[src/common/dp_defines.svh]
`ifndef DP_DEFINES_SVH
`define DP_DEFINES_SVH
// Status word bit positions
`define SW0_PTR_LSB 13
`define SW0_XS_BIT 12
`define SW0_SAT_BIT 11
`define SW1_PBK_LSB 13
`define SW1_TF_BIT 11
`define SW1_SXE_BIT 10
`define SW1_C_BIT 9
// Saturation values
`define ACC_POS_SAT 32'h7fff_ffff
`define ACC_NEG_SAT 32'h8000_0000
`define ACC_ZERO 32'h0000_0000
// Register byte offsets (low address bits)
`define OFS_SW0 4'h0
`define OFS_SW1 4'h4
`define OFS_ACC 4'h8
`define OFS_CUR_AR 4'hc
`define OFS_BAD 4'h1
`define RESP_OKAY 2'h0
`define RESP_SLVERR 2'h2
// Index register number and unit step
`define AR_INDEX 3'h0
`define AR_STEP 16'h0001
`define HALF_ZERO 16'h0000
`endif

[src/common/dp_pkg.sv]
`default_nettype none
package dp_pkg;
  typedef enum logic [3:0] {
    OP_ADD, OP_SUB, OP_AND, OP_OR, OP_XOR, OP_LOAD,
    OP_SHL, OP_SHR, OP_ROL, OP_ROR, OP_BIT, OP_ALGN
  } alu_op_t;
  typedef enum logic [2:0] {
    AR_INC, AR_DEC, AR_INC_IDX, AR_DEC_IDX, AR_ADDK, AR_SUBK
  } ar_mod_t;
  typedef enum logic [1:0] {CMP_EQ, CMP_LT, CMP_GT, CMP_NE} cmp_cond_t;
  typedef struct packed {
    logic [31:0] acc;
    logic c, xs, sat, tf, sxe;
    logic [2:0] ptr, pbk;
    logic [7:0][15:0] ar;
    logic pend_v;
    ar_mod_t pend_mod;
    logic [7:0] pend_k;
    logic dwb_v;
    logic [15:0] dwb, rd_addr, wr_addr, st_data;
    logic st_v, eq0, lt0, gt0;
    logic aw_got, w_got, awrdy, wrdy, bv, arrdy, rv;
    logic [3:0] aw_addr;
    logic [15:0] w_data;
    logic [1:0] w_strb, bresp, rresp;
    logic [31:0] rdata;
  } dp_state_t;
endpackage
`default_nettype wire

[src/design/acc_out_shifter.sv]
`default_nettype none
module acc_out_shifter #(
  parameter int W = 32,
  parameter int SHW = 3
) (
  input wire logic [W-1:0] acc_in,
  input wire logic [SHW-1:0] shift_in,
  input wire logic high_in,
  output logic [W/2-1:0] half_out
);
  logic [W-1:0] shifted;
  // RQ12 copy shifted, pick half
  // RQ13 top lost, zero fill
  assign shifted = acc_in << shift_in;
  assign half_out = high_in ? shifted[W-1:W/2] : shifted[W/2-1:0];
endmodule
`default_nettype wire

[src/design/arith_datapath.sv]
// Function
// RQ1: Operand from accumulator plus selected shifter.
// RQ2: Results land in accumulator; shifts, rotates.
// RQ3: Add, subtract, logic, test in one cycle.
// RQ4: Sign extend mode bit gates extension.
// RQ5: Add sets carry; shift16 no-carry keeps.
// RQ6: Subtract clears carry on borrow; exception.
// RQ7: Shift left carries MSB, right LSB.
// RQ8: Saturate mode loads extreme on overflow.
// RQ9: Overflow flag sets and stays set.
// RQ10: Test flag follows bit; align uses xor.
// RQ11: Flags and accumulator sign drive branches.
// RQ12: Store shifts copy 0-7, outputs half.
// RQ13: Shifted-out bits lost, zeros fill in.
// RQ14: Eight 16-bit address registers, parallel.
// RQ15: Three-bit pointer selects current register.
// RQ16: Current register drives read/write address.
// RQ17: Post-access step by one or index.
// RQ18: Add or subtract 8-bit instruction constant.
// RQ19: Compare result reaches test flag via bus.
// RQ20: Address math in decode; align defers.
// RQ21: Pointer load saves old value to backup.
// RQ22: Reset sets carry.
// RQ23: Index amount comes from register zero.
// RQ24: Compare condition: eq, lt, gt, ne.
`default_nettype none
`include "dp_defines.svh"
module arith_datapath
  import dp_pkg::*;
(
  input wire logic mclk_in,
  input wire logic srst_in,
  input wire logic op_valid_in,
  input wire alu_op_t op_in,
  input wire logic src_prod_in,
  input wire logic [15:0] in_data_in,
  input wire logic shift16_in,
  input wire logic sx_honour_in,
  input wire logic [31:0] prod_data_in,
  input wire logic [4:0] bit_sel_in,
  input wire logic store_valid_in,
  input wire logic store_high_in,
  input wire logic [2:0] store_shift_in,
  input wire logic ldst_in,
  input wire logic [15:0] ldst_word_in,
  input wire logic ptr_load_in,
  input wire logic [2:0] ptr_new_in,
  input wire logic ar_valid_in,
  input wire ar_mod_t ar_mod_in,
  input wire logic [7:0] ar_k_in,
  input wire logic ar_load_in,
  input wire logic [15:0] ar_data_in,
  input wire logic mem_rd_in,
  input wire logic mem_wr_in,
  input wire logic cmp_valid_in,
  input wire cmp_cond_t cmp_cond_in,
  output logic [15:0] read_address_bus_out,
  output logic [15:0] write_address_bus_out,
  output logic [15:0] data_write_bus_out,
  output logic store_valid_out,
  output logic [15:0] store_data_out,
  output logic cond_carry_out,
  output logic cond_excess_out,
  output logic cond_test_out,
  output logic acc_eq0_out,
  output logic acc_lt0_out,
  output logic acc_gt0_out,
  input wire logic [31:0] s_axi_awaddr,
  input wire logic s_axi_awvalid,
  output logic s_axi_awready,
  input wire logic [31:0] s_axi_wdata,
  input wire logic [3:0] s_axi_wstrb,
  input wire logic s_axi_wvalid,
  output logic s_axi_wready,
  output logic [1:0] s_axi_bresp,
  output logic s_axi_bvalid,
  input wire logic s_axi_bready,
  input wire logic [31:0] s_axi_araddr,
  input wire logic s_axi_arvalid,
  output logic s_axi_arready,
  output logic [31:0] s_axi_rdata,
  output logic [1:0] s_axi_rresp,
  output logic s_axi_rvalid,
  input wire logic s_axi_rready
);
  dp_state_t s_r, s_nxt;
  logic [31:0] opnd, res;
  logic [32:0] sum, dif;
  logic ovf, cmp_hit, ld0, ld1;
  logic [15:0] sw0, sw1, cur_ar, old_w, wd, st_half;

  function automatic logic [15:0] ar_step(ar_mod_t m, logic [15:0] v, logic [15:0] x, logic [7:0] k);
    case (m)
      AR_INC: ar_step = v + `AR_STEP;
      AR_DEC: ar_step = v - `AR_STEP;
      AR_INC_IDX: ar_step = v + x;
      AR_DEC_IDX: ar_step = v - x;
      AR_ADDK: ar_step = v + {8'h00, k};
      AR_SUBK: ar_step = v - {8'h00, k};
      default: ar_step = v;
    endcase
  endfunction

  acc_out_shifter #(.W(32), .SHW(3)) u_out_shift (
    .acc_in(s_r.acc),
    .shift_in(store_shift_in),
    .high_in(store_high_in),
    .half_out(st_half)
  );
  assign cur_ar = s_r.ar[s_r.ptr];
  // Reserved bits read zero
  assign sw0 = {s_r.ptr, s_r.xs, s_r.sat, 11'h000};
  assign sw1 = {s_r.pbk, 1'b0, s_r.tf, s_r.sxe, s_r.c, 9'h000};
  // RQ1 operand source select
  // RQ4 extension gated by mode
  assign opnd = src_prod_in ? prod_data_in : shift16_in ? {in_data_in, 16'h0000} :
                (s_r.sxe && sx_honour_in) ? {{16{in_data_in[15]}}, in_data_in} : {16'h0000, in_data_in};
  assign sum = {1'b0, s_r.acc} + {1'b0, opnd};
  assign dif = {1'b0, s_r.acc} - {1'b0, opnd};
  always_comb begin
    s_nxt = s_r;
    res = s_r.acc;
    ovf = 1'b0;
    ld0 = 1'b0;
    ld1 = 1'b0;
    wd = s_nxt.w_data;
    old_w = sw0;
    cmp_hit = 1'b0;
    ////////////////////////////////////////////////////////////////
    // Register bus slave
    if (s_r.bv && s_axi_bready) s_nxt.bv = 1'b0;
    if (s_r.rv && s_axi_rready) s_nxt.rv = 1'b0;
    // Upper address bits must be zero, else the slot is unmapped
    if (s_axi_awvalid && s_r.awrdy) begin
      s_nxt.aw_got = 1'b1;
      s_nxt.aw_addr = (s_axi_awaddr[31:4] == 28'h000_0000) ? s_axi_awaddr[3:0] : `OFS_BAD;
    end
    if (s_axi_wvalid && s_r.wrdy) begin
      s_nxt.w_got = 1'b1;
      s_nxt.w_data = s_axi_wdata[15:0];
      s_nxt.w_strb = s_axi_wstrb[1:0];
    end
    if (s_nxt.aw_got && s_nxt.w_got && !s_nxt.bv) begin
      s_nxt.bv = 1'b1;
      s_nxt.aw_got = 1'b0;
      s_nxt.w_got = 1'b0;
      s_nxt.bresp = `RESP_OKAY;
      if (s_nxt.aw_addr == `OFS_SW1) old_w = sw1;
      wd = {s_nxt.w_strb[1] ? s_nxt.w_data[15:8] : old_w[15:8],
            s_nxt.w_strb[0] ? s_nxt.w_data[7:0] : old_w[7:0]};
      case (s_nxt.aw_addr)
        `OFS_SW0: ld0 = 1'b1;
        `OFS_SW1: ld1 = 1'b1;
        `OFS_ACC, `OFS_CUR_AR: ;
        default: s_nxt.bresp = `RESP_SLVERR;
      endcase
    end
    s_nxt.awrdy = !s_nxt.aw_got && !s_nxt.bv;
    s_nxt.wrdy = !s_nxt.w_got && !s_nxt.bv;
    if (s_axi_arvalid && s_r.arrdy) begin
      s_nxt.rv = 1'b1;
      s_nxt.rresp = `RESP_OKAY;
      case ((s_axi_araddr[31:4] == 28'h000_0000) ? s_axi_araddr[3:0] : `OFS_BAD)
        `OFS_SW0: s_nxt.rdata = {16'h0000, sw0};
        `OFS_SW1: s_nxt.rdata = {16'h0000, sw1};
        `OFS_ACC: s_nxt.rdata = s_r.acc;
        `OFS_CUR_AR: s_nxt.rdata = {16'h0000, cur_ar};
        default: begin
          s_nxt.rdata = `ACC_ZERO;
          s_nxt.rresp = `RESP_SLVERR;
        end
      endcase
    end
    s_nxt.arrdy = !s_nxt.rv;
    ////////////////////////////////////////////////////////////////
    // Status loads; decode load wins over the bus
    if (ldst_in) begin
      ld0 = 1'b1;
      ld1 = 1'b0;
      wd = ldst_word_in;
    end
    if (ld0) begin
      s_nxt.ptr = wd[`SW0_PTR_LSB +: 3];
      s_nxt.xs = wd[`SW0_XS_BIT];
      s_nxt.sat = wd[`SW0_SAT_BIT];
    end
    if (ld1) begin
      s_nxt.pbk = wd[`SW1_PBK_LSB +: 3];
      s_nxt.ptr = wd[`SW1_PBK_LSB +: 3];
      s_nxt.tf = wd[`SW1_TF_BIT];
      s_nxt.sxe = wd[`SW1_SXE_BIT];
      s_nxt.c = wd[`SW1_C_BIT];
    end
    ////////////////////////////////////////////////////////////////
    // Central arithmetic unit, one cycle per op
    // RQ3 single cycle ops
    if (op_valid_in) begin
      case (op_in)
        OP_ADD: begin
          res = sum[31:0];
          ovf = (s_r.acc[31] == opnd[31]) && (res[31] != s_r.acc[31]);
          // RQ5 carry on add
          if (!(shift16_in && !sum[32])) s_nxt.c = sum[32];
        end
        OP_SUB: begin
          res = dif[31:0];
          ovf = (s_r.acc[31] != opnd[31]) && (res[31] != s_r.acc[31]);
          // RQ6 carry is not-borrow
          if (!(shift16_in && !dif[32])) s_nxt.c = !dif[32];
        end
        OP_AND: res = s_r.acc & opnd;
        OP_OR: res = s_r.acc | opnd;
        OP_XOR: res = s_r.acc ^ opnd;
        OP_LOAD: res = opnd;
        // RQ7 shifted-out bit to carry
        OP_SHL: begin
          res = {s_r.acc[30:0], 1'b0};
          s_nxt.c = s_r.acc[31];
        end
        OP_SHR: begin
          res = {s_r.sxe & s_r.acc[31], s_r.acc[31:1]};
          s_nxt.c = s_r.acc[0];
        end
        OP_ROL: begin
          res = {s_r.acc[30:0], s_r.c};
          s_nxt.c = s_r.acc[31];
        end
        OP_ROR: begin
          res = {s_r.c, s_r.acc[31:1]};
          s_nxt.c = s_r.acc[0];
        end
        // RQ10 test flag sources
        OP_BIT: s_nxt.tf = opnd[bit_sel_in];
        OP_ALGN: begin
          s_nxt.tf = s_r.acc[31] ^ s_r.acc[30];
          if (!(s_r.acc[31] ^ s_r.acc[30])) res = {s_r.acc[30:0], 1'b0};
        end
        default: res = s_r.acc;
      endcase
      // RQ9 sticky overflow flag
      if (ovf) s_nxt.xs = 1'b1;
      // RQ8 saturate toward overflow sign
      if (ovf && s_r.sat) res = s_r.acc[31] ? `ACC_NEG_SAT : `ACC_POS_SAT;
      // RQ2 result into accumulator
      s_nxt.acc = res;
    end
    // RQ11 branch conditions
    s_nxt.eq0 = (s_nxt.acc == `ACC_ZERO);
    s_nxt.lt0 = s_nxt.acc[31];
    s_nxt.gt0 = !s_nxt.acc[31] && (s_nxt.acc != `ACC_ZERO);
    ////////////////////////////////////////////////////////////////
    // Store path
    s_nxt.st_v = store_valid_in;
    if (store_valid_in) s_nxt.st_data = st_half;
    ////////////////////////////////////////////////////////////////
    // Auxiliary arithmetic unit
    // RQ16 current register onto address buses
    if (mem_rd_in) s_nxt.rd_addr = cur_ar;
    if (mem_wr_in) s_nxt.wr_addr = cur_ar;
    // RQ20 deferred step lands in execute
    s_nxt.pend_v = 1'b0;
    // RQ23 index from register zero
    if (s_r.pend_v) s_nxt.ar[s_r.ptr] = ar_step(s_r.pend_mod, cur_ar, s_r.ar[`AR_INDEX], s_r.pend_k);
    if (ar_load_in) s_nxt.ar[s_r.ptr] = ar_data_in;
    // RQ14 runs beside the arithmetic unit
    if (ar_valid_in) begin
      if (op_valid_in && op_in == OP_ALGN) begin
        s_nxt.pend_v = 1'b1;
        s_nxt.pend_mod = ar_mod_in;
        s_nxt.pend_k = ar_k_in;
      end else begin
        // RQ17 post-access step, wraps
        // RQ18 constant from instruction
        s_nxt.ar[s_r.ptr] = ar_step(ar_mod_in, cur_ar, s_r.ar[`AR_INDEX], ar_k_in);
      end
    end
    // RQ15 pointer load
    // RQ21 old pointer to backup
    if (ptr_load_in && !ldst_in) begin
      s_nxt.ptr = ptr_new_in;
      s_nxt.pbk = s_r.ptr;
    end
    // RQ24 compare conditions
    case (cmp_cond_in)
      CMP_EQ: cmp_hit = cur_ar == s_r.ar[`AR_INDEX];
      CMP_LT: cmp_hit = s_r.ar[`AR_INDEX] < cur_ar;
      CMP_GT: cmp_hit = s_r.ar[`AR_INDEX] > cur_ar;
      default: cmp_hit = cur_ar != s_r.ar[`AR_INDEX];
    endcase
    // RQ19 compare result via write bus
    s_nxt.dwb_v = cmp_valid_in;
    if (cmp_valid_in) s_nxt.dwb = {15'h0000, cmp_hit};
    if (s_r.dwb_v) s_nxt.tf = s_r.dwb[0];
  end
  always_ff @(posedge mclk_in) begin
    if (srst_in) begin
      s_r <= '0;
      // RQ22 carry forced high
      s_r.c <= 1'b1;
      s_r.sxe <= 1'b1;
      // Accumulator is zero during reset
      s_r.eq0 <= 1'b1;
    end else begin
      s_r <= s_nxt;
    end
  end
  assign read_address_bus_out = s_r.rd_addr;
  assign write_address_bus_out = s_r.wr_addr;
  assign data_write_bus_out = s_r.dwb;
  assign store_valid_out = s_r.st_v;
  assign store_data_out = s_r.st_data;
  assign cond_carry_out = s_r.c;
  assign cond_excess_out = s_r.xs;
  assign cond_test_out = s_r.tf;
  assign acc_eq0_out = s_r.eq0;
  assign acc_lt0_out = s_r.lt0;
  assign acc_gt0_out = s_r.gt0;
  assign s_axi_awready = s_r.awrdy;
  assign s_axi_wready = s_r.wrdy;
  assign s_axi_bresp = s_r.bresp;
  assign s_axi_bvalid = s_r.bv;
  assign s_axi_arready = s_r.arrdy;
  assign s_axi_rdata = s_r.rdata;
  assign s_axi_rresp = s_r.rresp;
  assign s_axi_rvalid = s_r.rv;
endmodule
`default_nettype wire

[config.mk]
export PLATFORM = sky130hd
export DESIGN_NAME = arith_datapath
export DESIGN_NICKNAME = d
export VERILOG_FILES = /design/src/common/dp_pkg.sv /design/src/design/acc_out_shifter.sv /design/src/design/arith_datapath.sv
export VERILOG_INCLUDE_DIRS = /design/src /design/src/common
export SDC_FILE = /design/constraint.sdc
export NUM_CORES = 2
export LEC_CHECK = 0
export BUFFER_PORTS_ARGS = -buffer_cell sky130_fd_sc_hd__buf_4
export CORE_MARGIN = 1.5
export CORE_UTILIZATION = 30
export CTS_BUF_LIST = sky130_fd_sc_hd__clkbuf_8
export CTS_CLUSTER_DIAMETER = 50
export DETAILED_ROUTE_END_ITERATION = 10
export PLACE_DENSITY = 0.51
export SKIP_CTS_REPAIR_TIMING = 1
export SYNTH_ARGS = -nofsm -noshare
export SYNTH_HDL_FRONTEND = slang
export SYNTH_SLANG_ARGS = --single-unit
[constraint.sdc]
create_clock -name mclk_in -period 5.6 [get_ports mclk_in]
set_clock_uncertainty 0.15 [all_clocks]
set_input_delay 0.28 -clock mclk_in [delete_from_list [all_inputs] [get_ports mclk_in]]
set_output_delay 0.28 -clock mclk_in [all_outputs]
set_load 0.02 [all_outputs]
==> flow_metrics.tcl <==
set metrics [dict create \
    ys_seq_area_share_pct 20.2 \
    setup_violations 0 \
    finalCritPeriodShare_pct 95.0 \
    portBuffers 284 \
    io_pins 340 \
    max_cap_violations 0 \
    slew_headroom_pct 15.5 \
    ys_async_sr_fraction_pct 0 \
    ant_nets 0 \
    hp-class "in2reg" \
    htree_levels 2 \
    dieHeight_um 312 \
    setup-tns-final_ns 0 \
    netlist.area_leader.share_pct 20.2 \
    setup.worst_path.start "s_r[277]" \
    power_density_nw_per_um2 265 \
    cts_num_sinks 289 \
    placed_area_um2 32300 \
    worstMarginPinSlew_ns 1.26 \
    min_period_ns 5.32 \
    fill_cells 10160 \
    yosys.area.top_type "dfxtp_1" \
    grt_pass1_vias 30530 \
    num_rows 113 \
    numCtsBuffers 61 \
    finish.utilization_pct 36.4 \
    grt_max_degree 120 \
    status "complete, but fails checks" \
    r2r_cells 18 \
    crit_type "reg2reg" \
    synth_commonest_cells "nor2_1, nand2_1, a21oi_1" \
    rrSetupSlack_ns 0.28 \
    synth_most_common_cell "nor2_1" \
    worstSetupEndpoint "data_write_bus_out[0]" \
    drc 0 \
    cts_tree "yes" \
    overflow 0 \
    synth_edf_count 0 \
    vias_per_cell 5.92 \
    antenna_found_initial 10 \
    grt_setup_unrepaired "false" \
    syn_area_per_cell_um2 7.21 \
    max_freq_ghz 0.188 \
    peakVddDrop_uv 155 \
    dp_slack_ns 0.177 \
    grt_usage_pct 28.2 \
    synth_flop_cell "dfxtp_1" \
    grt_pass1_wl_um 208000 \
    die_area_um2 97600 \
    drive_above_1_share_pct 17.6 \
    hold_viol 5 \
    r2r_start "s_r[277]" \
    cp.arrival_ns 5.80 \
    synth-seq-cells 289 \
    start_kind "flop" \
    synthDistinctLibCells 102 \
    critPathMaxFanout 59 \
    drt-total-wl_um 144000 \
    required_ns 6.08 \
    yosysWarnings 0 \
    end_kind "flop" \
    failed_checks "hold timing" \
    drt-pass1-iter-count 6 \
    synth_area_um2 28700 \
    postLayoutCellArea_um2 34500 \
    start_util_pct 30.3 \
    clkTransAtPathRegs_ns 0.06 \
    fp.coreArea_um2 94900 \
    power.total_w 0.00914 \
    whs_ns -0.0226 \
    synth.area.top_cells "dfxtp_1, ha_1, nor2_1, a21oi_1, nand2_1" \
    layout_setup_ws_ns 0.280 \
    post_drt_wl_per_cell_um 25.9 \
    postSynthCellCount 3982 \
    place.gp.congestion 1.02 \
    dr.first_iter.drc_count 3762 \
    hpwl_um 108000 \
    fin_nets 4640 \
    vias 32953 \
    clock_latency_ns 0.74 \
    r2r_end "data_write_bus_out[0]" \
    worstHoldStart "s_axi_araddr[3]" \
    leakage_nw 14.1 \
    cts_root_buf "clkbuf_8" \
    die_w_um 312 \
    synthToLayoutAreaGrowth_pct 20.2 \
    cts_buffer_depth 3 \
    drv_slew 0 \
]
## kinds of logic (layout without fill, tap and decap cells)
family	count (synthesis)	count (layout)	share of synthesized area, %
simple gates	1343	1343	21.2
buf+inv	597	892	9.58
fa+ha+maj	171	171	7.61
xor+xnor	104	104	3.17
other cells	1	22	0.0131
compound gates	1307	1307	30.4
flops	289	289	20.2
mux	170	170	7.84
## per-layer routing
| metal | vias up | share of wire, % | track usage, % |
|---|---|---|---|
| li1 | 14932 | - | - |
| met1 | 15755 | 40 | 35.7 |
| met2 | 1814 | 44 | 44.3 |
| met3 | 446 | 9.4 | 6.26 |
| met4 | 6 | 6.3 | 15.9 |
| met5 | - | 0.027 | 0 |
## worst max-delay path: stages (launching register included)
cell           delay [ns]
dfxtp_2              0.45
buf_12               0.32
mux2i_1              0.44
mux4_2               0.30
and2_1               0.27
clkinv_1             0.24
ha_1                 0.29
a211oi_1             0.30
nand2_1              0.10
a31oi_1              0.28
or3_1                0.21
a21oi_1              0.09
o21ai_0              0.13
nor2b_1              0.21
o21bai_1             0.10
a21o_1               0.21
a211o_1              0.29
dlygate4sd3_1        0.56
a32o_1               0.25
## worst min path at each step
stage,slack [ns],cells past startpoint,end
global placement,0.29,2,s_r[48]
detailed placement,0.29,1,s_axi_awready
floorplan,0.27,2,s_r[48]
finish,-0.02,5,s_axi_rdata[10]
global route,0.006,5,s_axi_rdata[9]
CTS,-0.37,3,s_r[55]
## cell type report
type                       count  area [um^2]  area share [%]
multi-input combinational   3112        20300            58.8
sequential                   289         5790            16.8
timing repair buffer         605         4760            13.8
tap                         1265         1580            4.59
clock buffer                  76         1050            3.03
inverter                     172          646            1.87
clock inverter                39          385            1.12
antenna                        5         12.5          0.0362
## report_power, final
part	internal [W]	total [W]	switching [W]
Clock	0.00156	0.00269	0.00113
Sequential	0.00218	0.00231	0.000126
Combinational	0.00154	0.00415	0.00261
Total	0.00528	0.00914	0.00386
## stage by stage
step | hold slack (ns) | cells
after CTS | -0.369 | 5485
after global placement | 0.292 | 5370
after detailed placement | 0.294 | 5370
after global routing | 0.00635 | 5561
after floorplan | 0.266 | 3998
final | -0.0226 | 5563
## state kept, by name (all words and copies together) (netlist names)
signal	flops
acc_eq0_out	1
write_address_bus_out	16
s_axi_bresp	1
store_data_out	16
acc_gt0_out	1
data_write_bus_out	1
s_axi_wready	1
store_valid_out	1
cond_excess_out	1
s_axi_awready	1
read_address_bus_out	16
s_r	195
cond_test_out	1
s_axi_rvalid	1
s_axi_bvalid	1
s_axi_arready	1
cond_carry_out	1
s_axi_rresp	1
s_axi_rdata	32
## placed cells by master (no fill, tap or decap), types with 17 or more instances in the layout
master         Yosys  routed
o21ai_1           16      17
dfxtp_1          289     286
ha_1             165     165
o211ai_1          79      79
nor2_1           501     497
a221oi_1          44      43
nand4_1           32      32
nor4_1            36      35
or3_1             18      17
a21oi_1          365     364
clkbuf_8           0      76
xor2_1            18      18
a31oi_1           25      25
dlygate4sd3_1      0      73
a311oi_1          22      22
o22ai_1           57      55
nor3_1            98      96
mux2i_1          108     106
inv_1            163     181
nor2b_1           47      47
nand2_1          379     379
mux4_2            41      41
a211oi_1         125     125
xnor2_1           86      86
o21ai_0          205     204
nand3_1           91      91
conb_1             1      17
a22oi_1           85      85
o31ai_1           23      23
mux2_2            18      18
a21o_1            33      33
buf_4            107     529
and3_1            17      17
o21bai_1          23      23
a22o_1            22      22
nand2b_1          51      51
Power figures use the tool's default switching activity.
